$ cat src/rtl/sdc_pkg.sv
package sdc_pkg;
    // system clock and serial line timing
    localparam int unsigned CLK_HZ       = 10_000_000;
    localparam int unsigned BAUD         = 4800;
    localparam int unsigned BIT_CYC      = CLK_HZ / BAUD;
    localparam int unsigned HALF_CYC     = BIT_CYC / 2;
    localparam int unsigned CNT_W        = 12;
    localparam int unsigned FRAME_BITS   = 8;      // 7 data + odd parity
    localparam int unsigned UP_LIMIT_MS  = 100;    // latest re-enable after last byte
    localparam int unsigned UP_GAP_US    = 5000;   // quiet time actually waited
    localparam int unsigned UP_GAP_DEF   = UP_GAP_US * (CLK_HZ / 1_000_000);
    localparam int unsigned GAP_W        = 17;

    // characters and numbering
    localparam logic [6:0] CHR_ENQ = 7'h05;
    localparam logic [6:0] NUM_MIN = 7'h01;
    localparam logic [6:0] NUM_MAX = 7'h59;        // 89

    // register byte offsets
    localparam logic [7:0] OFS_CTRL = 8'h00;
    localparam logic [7:0] OFS_STAT = 8'h04;
    localparam logic [7:0] OFS_NUM  = 8'h08;
    localparam logic [7:0] OFS_DEG  = 8'h0C;
    localparam logic [7:0] OFS_RXC  = 8'h10;

    // status write-one-to-clear bits
    localparam int unsigned ST_ENQ  = 4;
    localparam int unsigned ST_PERR = 5;

    // dispense modes
    localparam logic [1:0] MODE_CONT = 2'h0;
    localparam logic [1:0] MODE_COPY = 2'h1;
    localparam logic [1:0] MODE_VOL  = 2'h2;

    typedef struct packed {
        logic [1:0] mode;
        logic       ad_en;
        logic       own_rts;
        logic       up_req;
        logic       down_req;
    } sdc_ctrl_t;

    localparam sdc_ctrl_t CTRL_RST = '{mode: MODE_CONT, ad_en: 1'b0, own_rts: 1'b1,
                                       up_req: 1'b1, down_req: 1'b1};
    localparam logic [7:0] DEG_RST = 8'h0F;

    typedef struct packed {
        logic        psel;
        logic        penable;
        logic        pwrite;
        logic [7:0]  paddr;
        logic [31:0] pwdata;
    } sdc_apb_req_t;

    typedef enum logic [1:0] {RX_IDLE, RX_START, RX_DATA, RX_STOP} sdc_rx_st_t;
    typedef enum logic [0:0] {AD_IDLE, AD_REV} sdc_ad_st_t;
endpackage

$ cat src/rtl/sdc_uart_rx.sv
module sdc_uart_rx
    import sdc_pkg::*;
(
    input  wire logic       ref_clk_i,
    input  wire logic       arst_n_i,
    input  wire logic       line_i,
    output logic            busy_o,
    output logic            valid_o,
    output logic [6:0]      data_o,
    output logic            perr_o
);
    typedef struct packed {
        sdc_rx_st_t       st;
        logic [CNT_W-1:0] cnt;
        logic [3:0]       nbit;
        logic [7:0]       sh;
        logic             valid;
        logic [6:0]       data;
        logic             perr;
    } sdc_rx_s_t;

    sdc_rx_s_t s_ff;
    sdc_rx_s_t nxt_s;

    always_comb begin
        nxt_s       = s_ff;
        nxt_s.valid = 1'b0;
        nxt_s.cnt   = s_ff.cnt + 1'b1;
        case (s_ff.st)
            RX_IDLE: begin
                nxt_s.cnt = '0;
                if (!line_i) begin
                    nxt_s.st = RX_START;
                end
            end
            RX_START: begin
                // a glitch shorter than half a bit is not a start bit
                if (s_ff.cnt == CNT_W'(HALF_CYC)) begin
                    nxt_s.cnt  = '0;
                    nxt_s.nbit = '0;
                    nxt_s.st   = line_i ? RX_IDLE : RX_DATA;
                end
            end
            RX_DATA: begin
                if (s_ff.cnt == CNT_W'(BIT_CYC - 1)) begin
                    nxt_s.cnt  = '0;
                    nxt_s.sh   = {line_i, s_ff.sh[7:1]};
                    nxt_s.nbit = s_ff.nbit + 1'b1;
                    if (s_ff.nbit == 4'(FRAME_BITS - 1)) begin
                        nxt_s.st = RX_STOP;
                    end
                end
            end
            RX_STOP: begin
                if (s_ff.cnt == CNT_W'(BIT_CYC - 1)) begin
                    nxt_s.st    = RX_IDLE;
                    nxt_s.valid = 1'b1;
                    nxt_s.data  = s_ff.sh[6:0];
                    nxt_s.perr  = !(^s_ff.sh) || !line_i;
                end
            end
            default: nxt_s.st = RX_IDLE;
        endcase
    end

    always_ff @(posedge ref_clk_i or negedge arst_n_i) begin
        if (!arst_n_i) begin
            s_ff <= '{st: RX_IDLE, default: '0};
        end else begin
            s_ff <= nxt_s;
        end
    end

    assign busy_o  = (s_ff.st != RX_IDLE);
    assign valid_o = s_ff.valid;
    assign data_o  = s_ff.data;
    assign perr_o  = s_ff.perr;
endmodule // sdc_uart_rx

$ cat src/rtl/sdc_antidrip.sv
module sdc_antidrip
    import sdc_pkg::*;
(
    input  wire logic       ref_clk_i,
    input  wire logic       arst_n_i,
    input  wire logic       en_i,
    input  wire logic [1:0] mode_i,
    input  wire logic [7:0] deg_i,
    input  wire logic       dispense_done_i,
    input  wire logic       deg_tick_i,
    output logic            reverse_o
);
    typedef struct packed {
        sdc_ad_st_t st;
        logic [7:0] left;
        logic       rev;
    } sdc_ad_s_t;

    sdc_ad_s_t s_ff;
    sdc_ad_s_t nxt_s;

    always_comb begin
        nxt_s = s_ff;
        case (s_ff.st)
            AD_IDLE: begin
                if (dispense_done_i && en_i && (mode_i == MODE_COPY || mode_i == MODE_VOL)
                    && deg_i != '0) begin
                    nxt_s.st   = AD_REV;
                    nxt_s.left = deg_i;
                    nxt_s.rev  = 1'b1;
                end
            end
            AD_REV: begin
                if (deg_tick_i) begin
                    nxt_s.left = s_ff.left - 1'b1;
                    if (s_ff.left == 8'h01) begin
                        nxt_s.st  = AD_IDLE;
                        nxt_s.rev = 1'b0;
                    end
                end
            end
            default: nxt_s.st = AD_IDLE;
        endcase
    end

    always_ff @(posedge ref_clk_i or negedge arst_n_i) begin
        if (!arst_n_i) begin
            s_ff <= '{st: AD_IDLE, default: '0};
        end else begin
            s_ff <= nxt_s;
        end
    end

    assign reverse_o = s_ff.rev;
endmodule // sdc_antidrip

$ cat src/rtl/sdc_gate.sv
module sdc_gate
    import sdc_pkg::*;
#(
    parameter int unsigned UP_GAP_CYC = UP_GAP_DEF
) (
    input  wire logic        ref_clk_i,
    input  wire logic        arst_n_i,
    input  wire logic        psel,
    input  wire logic        penable,
    input  wire logic        pwrite,
    input  wire logic [7:0]  paddr,
    input  wire logic [31:0] pwdata,
    output logic [31:0]      prdata,
    output logic             pready,
    output logic             pslverr,
    input  wire logic        host_txd_i,
    output logic             down_txd_o,
    input  wire logic        down_rxd_i,
    output logic             up_rxd_o,
    input  wire logic        down_rts_i,
    output logic             up_rts_o,
    input  wire logic        own_txd_i,
    input  wire logic        dispense_done_i,
    input  wire logic        deg_tick_i,
    output logic             reverse_o
);
    typedef struct packed {
        sdc_ctrl_t          ctrl;
        logic               down_app;
        logic               up_app;
        logic [6:0]         num;
        logic [7:0]         deg;
        logic               enq_seen;
        logic               perr_seen;
        logic [6:0]         rxchar;
        logic               up_pend;
        logic [GAP_W-1:0]   gap;
        logic               in_host;
        logic               in_down;
        logic               in_rts;
        logic               in_own;
        logic               down_txd;
        logic               up_rxd;
        logic               up_rts;
        logic               pready;
        logic               pslverr;
        logic [31:0]        prdata;
    } sdc_state_t;

    localparam sdc_state_t STATE_RST = '{ctrl: CTRL_RST, down_app: 1'b1, up_app: 1'b1,
                                         deg: DEG_RST, down_txd: 1'b1, up_rxd: 1'b1,
                                         up_rts: 1'b1, in_host: 1'b1, in_down: 1'b1,
                                         in_own: 1'b1, default: '0};

    sdc_state_t   s_ff;
    sdc_state_t   nxt_s;
    sdc_apb_req_t req;

    logic       host_busy;
    logic       host_valid;
    logic [6:0] host_data;
    logic       host_perr;
    logic       down_busy;
    logic       own_busy;

    function automatic logic num_ok(input logic [31:0] v);
        return (v[31:7] == '0) && (v[6:0] >= NUM_MIN) && (v[6:0] <= NUM_MAX);
    endfunction

    function automatic logic known_ofs(input logic [7:0] a);
        return a == OFS_CTRL || a == OFS_STAT || a == OFS_NUM || a == OFS_DEG || a == OFS_RXC;
    endfunction

    assign req = '{psel: psel, penable: penable, pwrite: pwrite, paddr: paddr, pwdata: pwdata};

    // host line is decoded for enquiries and also marks where frames begin and end
    sdc_uart_rx u_host_rx (
        .ref_clk_i (ref_clk_i),
        .arst_n_i  (arst_n_i),
        .line_i    (host_txd_i),
        .busy_o    (host_busy),
        .valid_o   (host_valid),
        .data_o    (host_data),
        .perr_o    (host_perr)
    );

    sdc_uart_rx u_down_mon (
        .ref_clk_i (ref_clk_i),
        .arst_n_i  (arst_n_i),
        .line_i    (down_rxd_i),
        .busy_o    (down_busy),
        .valid_o   (),
        .data_o    (),
        .perr_o    ()
    );

    sdc_uart_rx u_own_mon (
        .ref_clk_i (ref_clk_i),
        .arst_n_i  (arst_n_i),
        .line_i    (own_txd_i),
        .busy_o    (own_busy),
        .valid_o   (),
        .data_o    (),
        .perr_o    ()
    );

    sdc_antidrip u_antidrip (
        .ref_clk_i       (ref_clk_i),
        .arst_n_i        (arst_n_i),
        .en_i            (s_ff.ctrl.ad_en),
        .mode_i          (s_ff.ctrl.mode),
        .deg_i           (s_ff.deg),
        .dispense_done_i (dispense_done_i),
        .deg_tick_i      (deg_tick_i),
        .reverse_o       (reverse_o)
    );

    always_comb begin
        logic wr;
        logic [31:0] st_word;
        wr      = req.psel && req.penable && s_ff.pready && req.pwrite && !s_ff.pslverr;
        st_word = {26'h0, s_ff.perr_seen, s_ff.enq_seen, reverse_o,
                   s_ff.up_rts, s_ff.up_app, s_ff.down_app};
        nxt_s = s_ff;

        // register writes
        if (wr) begin
            case (req.paddr)
                OFS_CTRL: nxt_s.ctrl = sdc_ctrl_t'(req.pwdata[$bits(sdc_ctrl_t)-1:0]);
                OFS_STAT: begin
                    if (req.pwdata[ST_ENQ]) begin
                        nxt_s.enq_seen = 1'b0;
                    end
                    if (req.pwdata[ST_PERR]) begin
                        nxt_s.perr_seen = 1'b0;
                    end
                end
                OFS_NUM: begin
                    nxt_s.num           = req.pwdata[6:0];
                    nxt_s.ctrl.own_rts  = 1'b0;
                    nxt_s.ctrl.down_req = 1'b1;
                    nxt_s.up_pend       = 1'b1;
                    nxt_s.gap           = '0;
                end
                OFS_DEG:  nxt_s.deg = req.pwdata[7:0];
                default:  nxt_s.deg = s_ff.deg;
            endcase
        end

        // incoming characters; hardware set wins over a clear in the same cycle
        if (host_valid) begin
            nxt_s.rxchar = host_data;
            if (host_perr) begin
                nxt_s.perr_seen = 1'b1;
            end else if (host_data == CHR_ENQ) begin
                nxt_s.enq_seen = 1'b1;
                if (s_ff.ctrl.own_rts) begin
                    nxt_s.ctrl.down_req = 1'b0;
                    nxt_s.ctrl.up_req   = 1'b0;
                    nxt_s.up_pend       = 1'b0;
                end
            end
        end

        // upstream path returns once the own transmitter has been quiet long enough
        if (s_ff.up_pend) begin
            if (own_busy) begin
                nxt_s.gap = '0;
            end else if (s_ff.gap == GAP_W'(UP_GAP_CYC - 1)) begin
                nxt_s.up_pend     = 1'b0;
                nxt_s.ctrl.up_req = 1'b1;
            end else begin
                nxt_s.gap = s_ff.gap + 1'b1;
            end
        end

        // applied gates follow the requests only while their lines are idle
        if (!host_busy) begin
            nxt_s.down_app = s_ff.ctrl.down_req;
        end
        if (!down_busy && !own_busy) begin
            nxt_s.up_app = s_ff.ctrl.up_req;
        end

        // one input stage per line and one gate per driver; host, down and own pins also feed a receiver, so only the rts pin sees a single load
        nxt_s.in_host  = host_txd_i;
        nxt_s.in_down  = down_rxd_i;
        nxt_s.in_rts   = down_rts_i;
        nxt_s.in_own   = own_txd_i;
        nxt_s.down_txd = s_ff.in_host | !s_ff.down_app;
        nxt_s.up_rxd   = s_ff.in_own & (s_ff.in_down | !s_ff.up_app);
        nxt_s.up_rts   = s_ff.ctrl.own_rts | (s_ff.in_rts & s_ff.up_app);

        // apb: answer is prepared in the setup cycle, so every access has no wait state
        nxt_s.pready = req.psel && !req.penable;
        if (req.psel && !req.penable) begin
            nxt_s.pslverr = !known_ofs(req.paddr)
                            || (req.pwrite && req.paddr == OFS_NUM && !num_ok(req.pwdata));
            case (req.paddr)
                OFS_CTRL: nxt_s.prdata = 32'(s_ff.ctrl);
                OFS_STAT: nxt_s.prdata = st_word;
                OFS_NUM:  nxt_s.prdata = {25'h0, s_ff.num};
                OFS_DEG:  nxt_s.prdata = {24'h0, s_ff.deg};
                OFS_RXC:  nxt_s.prdata = {25'h0, s_ff.rxchar};
                default:  nxt_s.prdata = 32'h0000_0000;
            endcase
        end
    end

    always_ff @(posedge ref_clk_i or negedge arst_n_i) begin
        if (!arst_n_i) begin
            s_ff <= STATE_RST;
        end else begin
            s_ff <= nxt_s;
        end
    end

    assign down_txd_o = s_ff.down_txd;
    assign up_rxd_o   = s_ff.up_rxd;
    assign up_rts_o   = s_ff.up_rts;
    assign prdata     = s_ff.prdata;
    assign pready     = s_ff.pready;
    assign pslverr    = s_ff.pslverr;
endmodule // sdc_gate

$ cat config.mk
export PLATFORM = sky130hd
export DESIGN_NAME = sdc_gate
export DESIGN_NICKNAME = d
export VERILOG_FILES = /design/src/rtl/sdc_pkg.sv /design/src/rtl/sdc_uart_rx.sv /design/src/rtl/sdc_antidrip.sv /design/src/rtl/sdc_gate.sv
export SDC_FILE = /design/constraint.sdc
export NUM_CORES = 1
export LEC_CHECK = 0
export BUFFER_PORTS_ARGS = -buffer_cell sky130_fd_sc_hd__clkbuf_2
export CORE_UTILIZATION = 45
export DETAILED_ROUTE_END_ITERATION = 7
export PLACE_DENSITY_LB_ADDON = 0.15
export SLEW_MARGIN = 20
export SYNTH_ARGS = -nofsm -noshare
export SYNTH_HDL_FRONTEND = slang
export SYNTH_SLANG_ARGS = --single-unit
$ cat constraint.sdc
create_clock -name ref_clk_i -period 2.5 [get_ports ref_clk_i]
set_clock_uncertainty 0.2 [all_clocks]
set_input_delay 0.25 -clock ref_clk_i [delete_from_list [all_inputs] [get_ports ref_clk_i]]
set_output_delay 0.25 -clock ref_clk_i [all_outputs]
set_load 0.02 [all_outputs]
==> metrics.cfg, run 1 <==
[outcome]
outcome=finished clean

[synthesis]
syn_avg_cell_area_um2=10.4
synth_edf_count=0
synth_area_mm2=0.00776
synth_seq_cells=148
synth_warnings=0
synth_top_area_share_pct=42.9
synth_area_leader_cell=dfrtp_1
synthFlopType=dfrtp_1
synthDistinctLibCells=73
ys_seq_area_share_pct=48.0
synthArstFlopShare_pct=100
synthTopCellsByArea=dfrtp_1 43%, mux2_2 8.1%, dfstp_2 5.1%
synth_cells=745

[worst_setup_path]
rrSetupSlack_ns=0.09
cp_slowest_cell=or4_1
max_stage_delay_ns=0.55
crit_path_max_fanout=9
critPathRequiredTime_ns=2.60
critPathCaptureType=flop
path_class=reg -> reg
startpoint_type=flop
crit_chain=or4_1, or3_4, o21ba_1, and3_4, a211o_1
cp.arrival_ns=2.51
r2r_cells=5

[placed_design]
dp_hpwl_mm=11.9
io_buffers=64
dpl_cell_area_mm2=0.00828
gp_congestion=0.849

[global_routing]
grt_util_all_layers_pct=19.5
grt_pass1_wl_mm=27.8
grt-ovfl-total=0
grt_max_degree=61
grt_use_met1_pct=26.0
top_usage_layer=met2
met3_usage_pct=4.19
met2_usage_pct=31.4
antenna_found_initial=0
grt_pass1_vias=5691

[timing]
fin_tns_setup_ns=0
min_period_ns=2.41
finalHoldViolCount=0
slew-limit-headroom_pct=59.4
max_freq_mhz=415
worst_pin_slew_ns=0.604
rsz0062_at_grt=no
setup_viol=0
finalCritPeriodShare_pct=96.5
slew_viol_final=0

[layout]
nFillCells=1475
antennaDiodeCount=0
layout_common_cells=133 x dfrtp_1, 81 x nor2_1, 63 x clkbuf_2
drive_gt1_share_pct=25.0
fin_area_mm2=0.00903
final_common_cell=dfrtp_1
syn_to_final_growth_pct=16.4
fin_nets=902

[min_path]
hold_depth=2
min_path_type=in -> reg

[drt]
num_vias=5766
vias_per_cell=5.41
routed_wl_mm=16.5
drtPass1Iterations=4
wl_per_cell_um=15.5
drtIter0Drc=308
ant_nets=0
drc_errors=0

[run]
max-cap-violations=0

[clock_tree]
root_buffer=clkbuf_16
clkTransAtPathRegs_ns=0.07
clock_path_buffers=2
cts_buffers=17
insertion_delay_ns=0.42
cts_tree=built
cts.sinks=148
htree_levels=4

[floorplanning]
dieArea_mm2=0.0178
fp.dieH_um=133
io_pins=89
core_area_mm2=0.0167
num_rows=47
die_w_um=133
initial_core_util_pct=46.5

[power]
cellPowerDensity_mw_per_mm2=630
leakage_nw=4.20
peakVddDrop_uv=491

## where the power goes
part / total, W / switching (W) / internal, W
combinational: 0.000453 / 0.000274 / 0.000179
sequential: 0.00261 / 0.000113 / 0.00250
clock: 0.00263 / 0.00111 / 0.00152
## cell type report
cell class,instances,area (um^2),share of cell area [%]
Clock buffer,17,425,4.71
Clock inverter,15,181,2.01
Timing Repair Buffer,103,664,7.36
Multi-Input combinational cell,537,3670,40.6
Sequential cell,148,3720,41.2
Tap cell,220,275,3.05
Inverter,25,93.8,1.04
## cell families after synthesis
family                   synth area share (%)
AND/OR/NAND/NOR                          19.8
flip-flops                               48.0
AO/OA/AOI/OAI                            9.06
buffers and inverters                    6.12
multiplexers                             8.90
XOR/XNOR                                 5.08
adder cells (fa/ha/maj)                  3.06
other                                  0.0483
## critical path: cells and delay by family (launching register included)
kind	cells	cell delay, ns
flip-flops	1	0.42
AO/OA/AOI/OAI	2	0.54
AND/OR/NAND/NOR	3	1.14
## through the flow
step / power (W) / hold slack, ns / instances / setup WS (ns) / utilization (%)
after floorplan: 0.00294 / -0.246 / 768 / 0.206 / -
after global placement: 0.00307 / 0.0633 / 1020 / 0.146 / 49.6
after detailed placement: 0.00309 / 0.0739 / 1020 / 0.0492 / 49.6
after CTS: 0.00575 / 0.00178 / 1065 / 0.0352 / 54.0
after global routing: 0.00593 / 0.00581 / 1065 / 0.0288 / 54.1
final: 0.00569 / 0.0260 / 1065 / 0.0883 / 54.1
## worst paths after layout
| path | from | to |
|---|---|---|
| hold / removal | pwdata[4] | s_ff[80] |
| setup reg to reg | s_ff[52] | s_ff[50] |
| setup / recovery | s_ff[52] | s_ff[50] |
| hold reg to reg | s_ff[38] | up_rts_o |
| max in group asynchronous | arst_n_i | s_ff[70] |
| min in group asynchronous | arst_n_i | u_host_rx.data_o[3] |
## Yosys cell counts, drive strengths merged, types with 6 or more instances
cell,count
a21oi,11
a221oi,7
a22o,13
and3,20
buf,41
clkbuf,17
dfrtp,133
dfstp,15
ha,19
inv,24
mux2,56
mux2i,6
nand2,51
nand3,41
nand4,18
nor2,81
nor3,19
nor4,21
o21ai,20
xnor2,26
xor2,19
## state kept, by name, summed over array words and instances (netlist names)
signal	flops
u_host_rx.s_ff	26
u_host_rx.valid_o	1
down_txd_o	1
s_ff	54
pslverr	1
up_rxd_o	1
u_host_rx.perr_o	1
prdata	8
pready	1
up_rts_o	1
u_antidrip.reverse_o	1
u_host_rx.data_o	7
u_down_mon.s_ff	18
u_own_mon.s_ff	18
u_antidrip.s_ff	9
## layer usage
layer  vias up  wire, um
met5         -         0
met4         0       223
met3        18       559
met2       121      7970
met1      2829      7760
li1       2798         -
## what timing repair did
action | 4_1_cts | 5_1_grt
buffers inserted | 0 | 0
hold buffers | 13 | 0
setup endpoints to repair | 0 | 7
endpoints found under the hold margin | 81 | 0
gates resized for setup | 0 | 4
Power figures use the tool's default switching activity.
==> run 2: changes to the inputs <==
- ABC_AREA: not set -> 1
- CORE_UTILIZATION: 45 -> 56
- HOLD_SLACK_MARGIN: not set -> 0.08
==> run 2 against run 1 <==
Sequential share of layout area fell by 3.4 points. Sequential power up 2%. Clock power shrank 5%. Via count increased by 31%. Die area is 9.5% lower. Hold slack improved by 0.069 ns. Largest cell class is now multi-input gates. Power up 7.9%. Critical path type is now in -> reg. Wire length rose by 13%. Synthesized area up 12%. Sequential cell count did not move. Cell count up 36%.
==> metrics.cfg, run 2 <==
[outcome]
outcome=finished clean

[clock_tree]
htree_levels=4  ; unchanged
cts_tree=built
cts_buffers=17  ; unchanged
clkTransAtPathRegs_ns=0.06  ; about the same
cts.sinks=148  ; unchanged
root_buffer=clkbuf_16
insertion_delay_ns=0.44  ; +0.02 ns
clock_path_buffers=2  ; unchanged

[min_path]
min_path_type=in -> reg

[layout]
multi_input_area_mm2=0.00414  ; +13%
nFillCells=1329  ; -9.9%
final_common_cell=nand2_1
largest-register=s_ff
largest_reg_flops=54  ; unchanged
fin_nets=1316  ; +46%
drive_gt1_share_pct=15.6  ; -9.3 points
seqCellArea_mm2=0.00372  ; unchanged
antennaDiodeCount=0  ; unchanged
syn_to_final_growth_pct=12.9
reg_top3=s_ff: 54 flops, u_host_rx.s_ff: 26 flops
layout_common_cells=298 x nand2_1, 153 x inv_1, 142 x nor2_1
fin_area_mm2=0.00985  ; +9.1%

[placed_design]
io_buffers=64  ; unchanged
gp_congestion=0.866  ; +2.0%
dp_hpwl_mm=13.4  ; +13%
dpl_cell_area_mm2=0.00909  ; +9.8%

[floorplanning]
initial_core_util_pct=57.4  ; +11 points
fp.dieH_um=127  ; -4.9%
io_pins=89  ; unchanged
dieArea_mm2=0.0161  ; -9.5%
die_w_um=127  ; -4.9%
core_area_mm2=0.0152  ; -9.0%
num_rows=45  ; -4.3%

[synthesis]
synth_seq_cells=148  ; unchanged
synthArstFlopShare_pct=100  ; unchanged
synth_cells=1162  ; +56%
synth_area_leader_cell=dfrtp_1
synth_top_area_share_pct=38.1  ; -4.7 points
synthDistinctLibCells=42  ; -42%
synth_common_cells=298 x nand2_1, 153 x inv_1, 142 x nor2_1
synth.most_common_cell=nand2_1
synthFlopType=dfrtp_1
ys_seq_area_share_pct=42.7  ; -5.3 points
syn_avg_cell_area_um2=7.51  ; -28%
synthTopCellsByArea=dfrtp_1 38%, nand2_1 13%, inv_1 6.6%
synth_edf_count=0  ; unchanged
synth_area_mm2=0.00873  ; +12%
synth_warnings=0  ; unchanged

[drt]
routed_wl_mm=18.7  ; +13%
ant_nets=0  ; unchanged
num_vias=7542  ; +31%
wl_per_cell_um=12.9  ; -17%
drc_errors=0  ; unchanged
vias_per_cell=5.21  ; -3.7%
drtPass1Iterations=5  ; +1
drtIter0Drc=496  ; +61%

[global_routing]
antenna_found_initial=0  ; unchanged
grt_pass1_vias=7087  ; +25%
grt_max_degree=56  ; -8.2%
grt_pass1_wl_mm=32.2  ; +16%
grt-ovfl-total=0  ; unchanged
grt_util_all_layers_pct=25.0  ; +5.6 points

[timing]
setup_viol=0  ; unchanged
finalCritPeriodShare_pct=85.5  ; -11 points
min_period_ns=2.14  ; -0.275 ns
finalHoldViolCount=0  ; unchanged
worst_pin_slew_ns=0.530  ; -0.0744 ns
fin_tns_setup_ns=0  ; unchanged
slew-limit-headroom_pct=64.7  ; +5.3 points
slew_viol_final=0  ; unchanged
max_freq_mhz=468  ; +13%
rsz0062_at_grt=no

[worst_setup_path]
path_class=in -> reg
critPathRequiredTime_ns=2.66  ; +0.06 ns
critPathCaptureType=flop
crit_path_max_fanout=6  ; -3
cp.arrival_ns=2.30  ; -0.21 ns
startpoint_type=input port

[power]
leakage_nw=4.94  ; +18%
cellPowerDensity_mw_per_mm2=623  ; -1.1%
peakVddDrop_uv=551  ; +12%

[run]
max-cap-violations=0  ; unchanged

==> run 2: stage by stage <==
step,hold slack (ns),utilization [%],total power [W],setup WS [ns],cells
2_1_floorplan,-0.246,-,0.00339,0.834,1185
4_1_cts,0.0842,64.8,0.00620,0.365,1447
5_1_grt,0.143,64.8,0.00648,0.208,1447
3_3_place_gp,0.0379,59.8,0.00365,0.663,1396
3_5_place_dp,0.0382,59.8,0.00367,0.588,1396
6_report,0.0953,64.8,0.00614,0.363,1447
==> run 2: path summary, 6_finish.rpt <==
path / start / endpoint / slack [ns] / depth (start not counted)
min in group asynchronous: arst_n_i / u_antidrip.s_ff[4] / 0.13 / 2
hold reg to reg: s_ff[38] / up_rts_o / 0.27 / 2
hold / removal: paddr[2] / prdata[7] / 0.1 / 5
max in group asynchronous: arst_n_i / s_ff[37] / 1.25 / 3
setup / recovery: pwdata[5] / pslverr / 0.36 / 12
setup reg to reg: s_ff[58] / s_ff[45] / 0.49 / 5
==> run 2: layer usage <==
metal | vias up | track usage (%) | wire [um]
li1 | 3828 | - | -
met1 | 3532 | 33.0 | 8740
met2 | 162 | 41.7 | 8990
met3 | 20 | 4.64 | 731
met4 | 0 | 8.05 | 245
met5 | - | 0 | 0
==> run 2: cell families (layout without fill, tap and decap cells) <==
logic type                 after synthesis  count (layout)  synth area share, %
AOI/OAI and AO/OA                      101             101                 7.26
and+or+nand+nor                        663             663                 34.3
buffers and inverters                  209             283                 10.9
DFF                                    148             148                 42.7
adders and majority gates               19              19                 2.72
other                                    1              24               0.0430
xor gates and xnor gates                21              21                 2.11
==> run 2: final cells by class <==
cell class	instances	area share, %
clock buffer	17	4.32
tap	188	2.39
inverter	165	6.29
multi-input combinational	828	42.0
clock inverter	15	1.50
timing repair buffer	86	5.73
sequential	148	37.8
==> run 2: where the power goes <==
part	total [W]	internal (W)	switching, W
logic	0.000986	0.000312	0.000673
clock network	0.00249	0.00140	0.00109
registers	0.00267	0.00254	0.000127
==> run 2: worst max-delay path: stages <==
cell and delay (ns):
dlygate4sd3_1 0.54, clkbuf_2 0.10, inv_1 0.21, nand2_1 0.08
nor2_1 0.12, nand2_1 0.07, nand2_1 0.06, nor2_1 0.06
nand2_1 0.09, nand2_1 0.05, dlygate4sd3_1 0.55, a21oi_1 0.12
==> run 2: repair_timing <==
item                                   CTS  global route
resized for setup                        0             0
setup buffers                            0             0
hold buffers                            19             0
endpoints found under the hold margin  175             0
==> run 3: changes to the inputs <==
- MAX_ROUTING_LAYER: not set -> met4
==> run 3 against run 2 <==
Combinational power about the same. Hold slack about the same. Clock power about the same. Core utilization unchanged. Power increased by 0.23%. Wire length increased by 0.24%. Critical path type unchanged. Highest routed layer unchanged.
==> metrics.cfg, run 3 (same netlist as run 2, synthesis figures left out) <==
[worst_setup_path]
startpoint_type=input port
critPathCaptureType=flop
cp.arrival_ns=2.31  ; about the same
crit_top_cell=nand2_1
critPathBufInv=4  ; unchanged
path_class=in -> reg
max_stage_delay_ns=0.55  ; about the same
crit_path_max_fanout=6  ; unchanged
r2r-start=s_ff[58]
cp_slowest_cell=dlygate4sd3_1
critPathTopFamily=buffers and inverters
crit_chain=dlygate4sd3_1, clkbuf_2, inv_1, nand2_1, nor2_1, nand2_1, nand2_1, nor2_1, nand2_1, nand2_1, dlygate4sd3_1, a21oi_1
crit_start=pwdata[5]
critPathRequiredTime_ns=2.66  ; about the same

[power]
clkPwrFrac_pct=40.7  ; +0.2 points
p_int_w=0.00425  ; about the same
cellPowerDensity_mw_per_mm2=625  ; +0.23%
p_seq_share_pct=43.3  ; about the same
switching_power_w=0.00191  ; +0.73%
leakage_nw=4.94  ; unchanged
switching_share_pct=31.0  ; +0.15 points
peakVddDrop_uv=548  ; -0.51%
combPwrFrac_pct=16.0  ; about the same

[drt]
drtPass1Iterations=5  ; unchanged
vias_per_cell=5.21  ; -0.11%
num_vias=7534  ; -0.11%
routed_wl_mm=18.7  ; +0.24%
ant_nets=0  ; unchanged
wl_per_cell_um=13.0  ; +0.24%
drtIter0Drc=472  ; -4.8%
drc_errors=0  ; unchanged

[floorplanning]
io_pins=89  ; unchanged
die_w_um=127  ; unchanged
core_area_mm2=0.0152  ; unchanged
num_rows=45  ; unchanged
fp.dieH_um=127  ; unchanged
dieArea_mm2=0.0161  ; unchanged
initial_core_util_pct=57.4  ; unchanged

[timing]
slew-limit-headroom_pct=65.1  ; +0.38 points
setup_viol=0  ; unchanged
finalCritPeriodShare_pct=86.1  ; +0.61 points
min_period_ns=2.15  ; +0.0153 ns
fin_tns_setup_ns=0  ; unchanged
max_freq_mhz=465  ; -0.71%
rsz0062_at_grt=no
finalHoldViolCount=0  ; unchanged
hold_slack_ns=0.0950  ; -0.000299 ns
timing.final.ws_setup_ns=0.348  ; -0.0153 ns
slew_viol_final=0  ; unchanged
worst_pin_slew_ns=0.524  ; -0.00571 ns

[placed_design]
place_ws_ns=0.588  ; unchanged
gp_congestion=0.880  ; +1.6%
io_buffers=64  ; unchanged
dp_hpwl_mm=13.4  ; unchanged
dpl_cell_area_mm2=0.00909  ; unchanged

[layout]
reg_top3=s_ff: 54 flops, u_host_rx.s_ff: 26 flops
final_common_cell=nand2_1
largest-register=s_ff
fin_nets=1316  ; unchanged
largest_reg_flops=54  ; unchanged
syn_to_final_growth_pct=12.9  ; unchanged
fin_area_mm2=0.00985  ; unchanged
drive_gt1_share_pct=15.6  ; unchanged
fin_util_pct=64.8  ; unchanged
antennaDiodeCount=0  ; unchanged
layout_common_cells=298 x nand2_1, 153 x inv_1, 142 x nor2_1

[global_routing]
antenna_found_initial=0  ; unchanged
grt_pass1_wl_mm=32.2  ; about the same
grt_util_all_layers_pct=25.8  ; +0.76 points
grt_max_degree=56  ; unchanged
grt-ovfl-total=0  ; unchanged
grt_pass1_vias=7077  ; -0.14%

[clock_tree]
insertion_delay_ns=0.43  ; about the same
root_buffer=clkbuf_16
cts_tree=built
cts_buffers=17  ; unchanged
htree_levels=4  ; unchanged
clkTransAtPathRegs_ns=0.06  ; about the same
cts.sinks=148  ; unchanged
clock_path_buffers=2  ; unchanged

[outcome]
outcome=finished clean

[run]
max-cap-violations=0  ; unchanged

[min_path]
min-delay-start=paddr[2]
min_path_type=in -> reg

==> run 3: cell counts in the layout (fill, tap and decap cells not counted) <==
Identical to the previous run, type by type.
==> run 3: repair_timing <==
item                                   in CTS  in global routing
hold buffers                               19                  0
endpoints found under the hold margin     175                  0
setup buffers                               0                  0
gates resized for setup                     0                  0
==> run 3: layer usage <==
metal | up-vias | track usage (%) | wire length (um)
met4 | 0 | 8.05 | 232
li1 | 3825 | - | -
met1 | 3498 | 32.9 | 8790
met2 | 189 | 41.8 | 8930
met5 | - | - | 0
met3 | 22 | 4.64 | 790
==> run 3: worst min-delay path, cell delays in order <==
cell	delay, ns
clkbuf_2	0.10
inv_2	0.11
nor3_4	0.09
nand3_1	0.07
o21ai_0	0.07
==> run 3: final timing paths <==
kind	endpoint	cells past startpoint	slack [ns]
worst max-delay path	pslverr	12	0.35
worst min-delay path	prdata[7]	5	0.09
worst max register to register	s_ff[45]	5	0.50
worst min register to register	up_rts_o	2	0.27
max in group asynchronous	s_ff[37]	3	1.25
min in group asynchronous	u_antidrip.s_ff[5]	2	0.13
==> run 3: final cells by class <==
cell class | instances | area (um^2)
fill | 1329 | 5350
timing repair buffer | 86 | 564
clock inverter | 15 | 148
inverter | 165 | 619
tap | 188 | 235
clock buffer | 17 | 425
multi-input combinational | 828 | 4140
sequential | 148 | 3720
==> run 3: stage by stage <==
step | power [W] | instances
floorplan | 0.00339 | 1185
global placement | 0.00365 | 1396
detailed placement | 0.00367 | 1396
CTS | 0.00620 | 1447
global route | 0.00648 | 1447
finish | 0.00616 | 1447
==> run 3: power by group through the flow <==
stage / clock network (W) / registers (W) / logic, W
after floorplan: 0 / 0.00269 / 0.000708
after global placement: 0 / 0.00270 / 0.000944
after detailed placement: 0 / 0.00271 / 0.000959
after CTS: 0.00254 / 0.00267 / 0.000995
after global routing: 0.00266 / 0.00268 / 0.00114
final: 0.00250 / 0.00267 / 0.000987
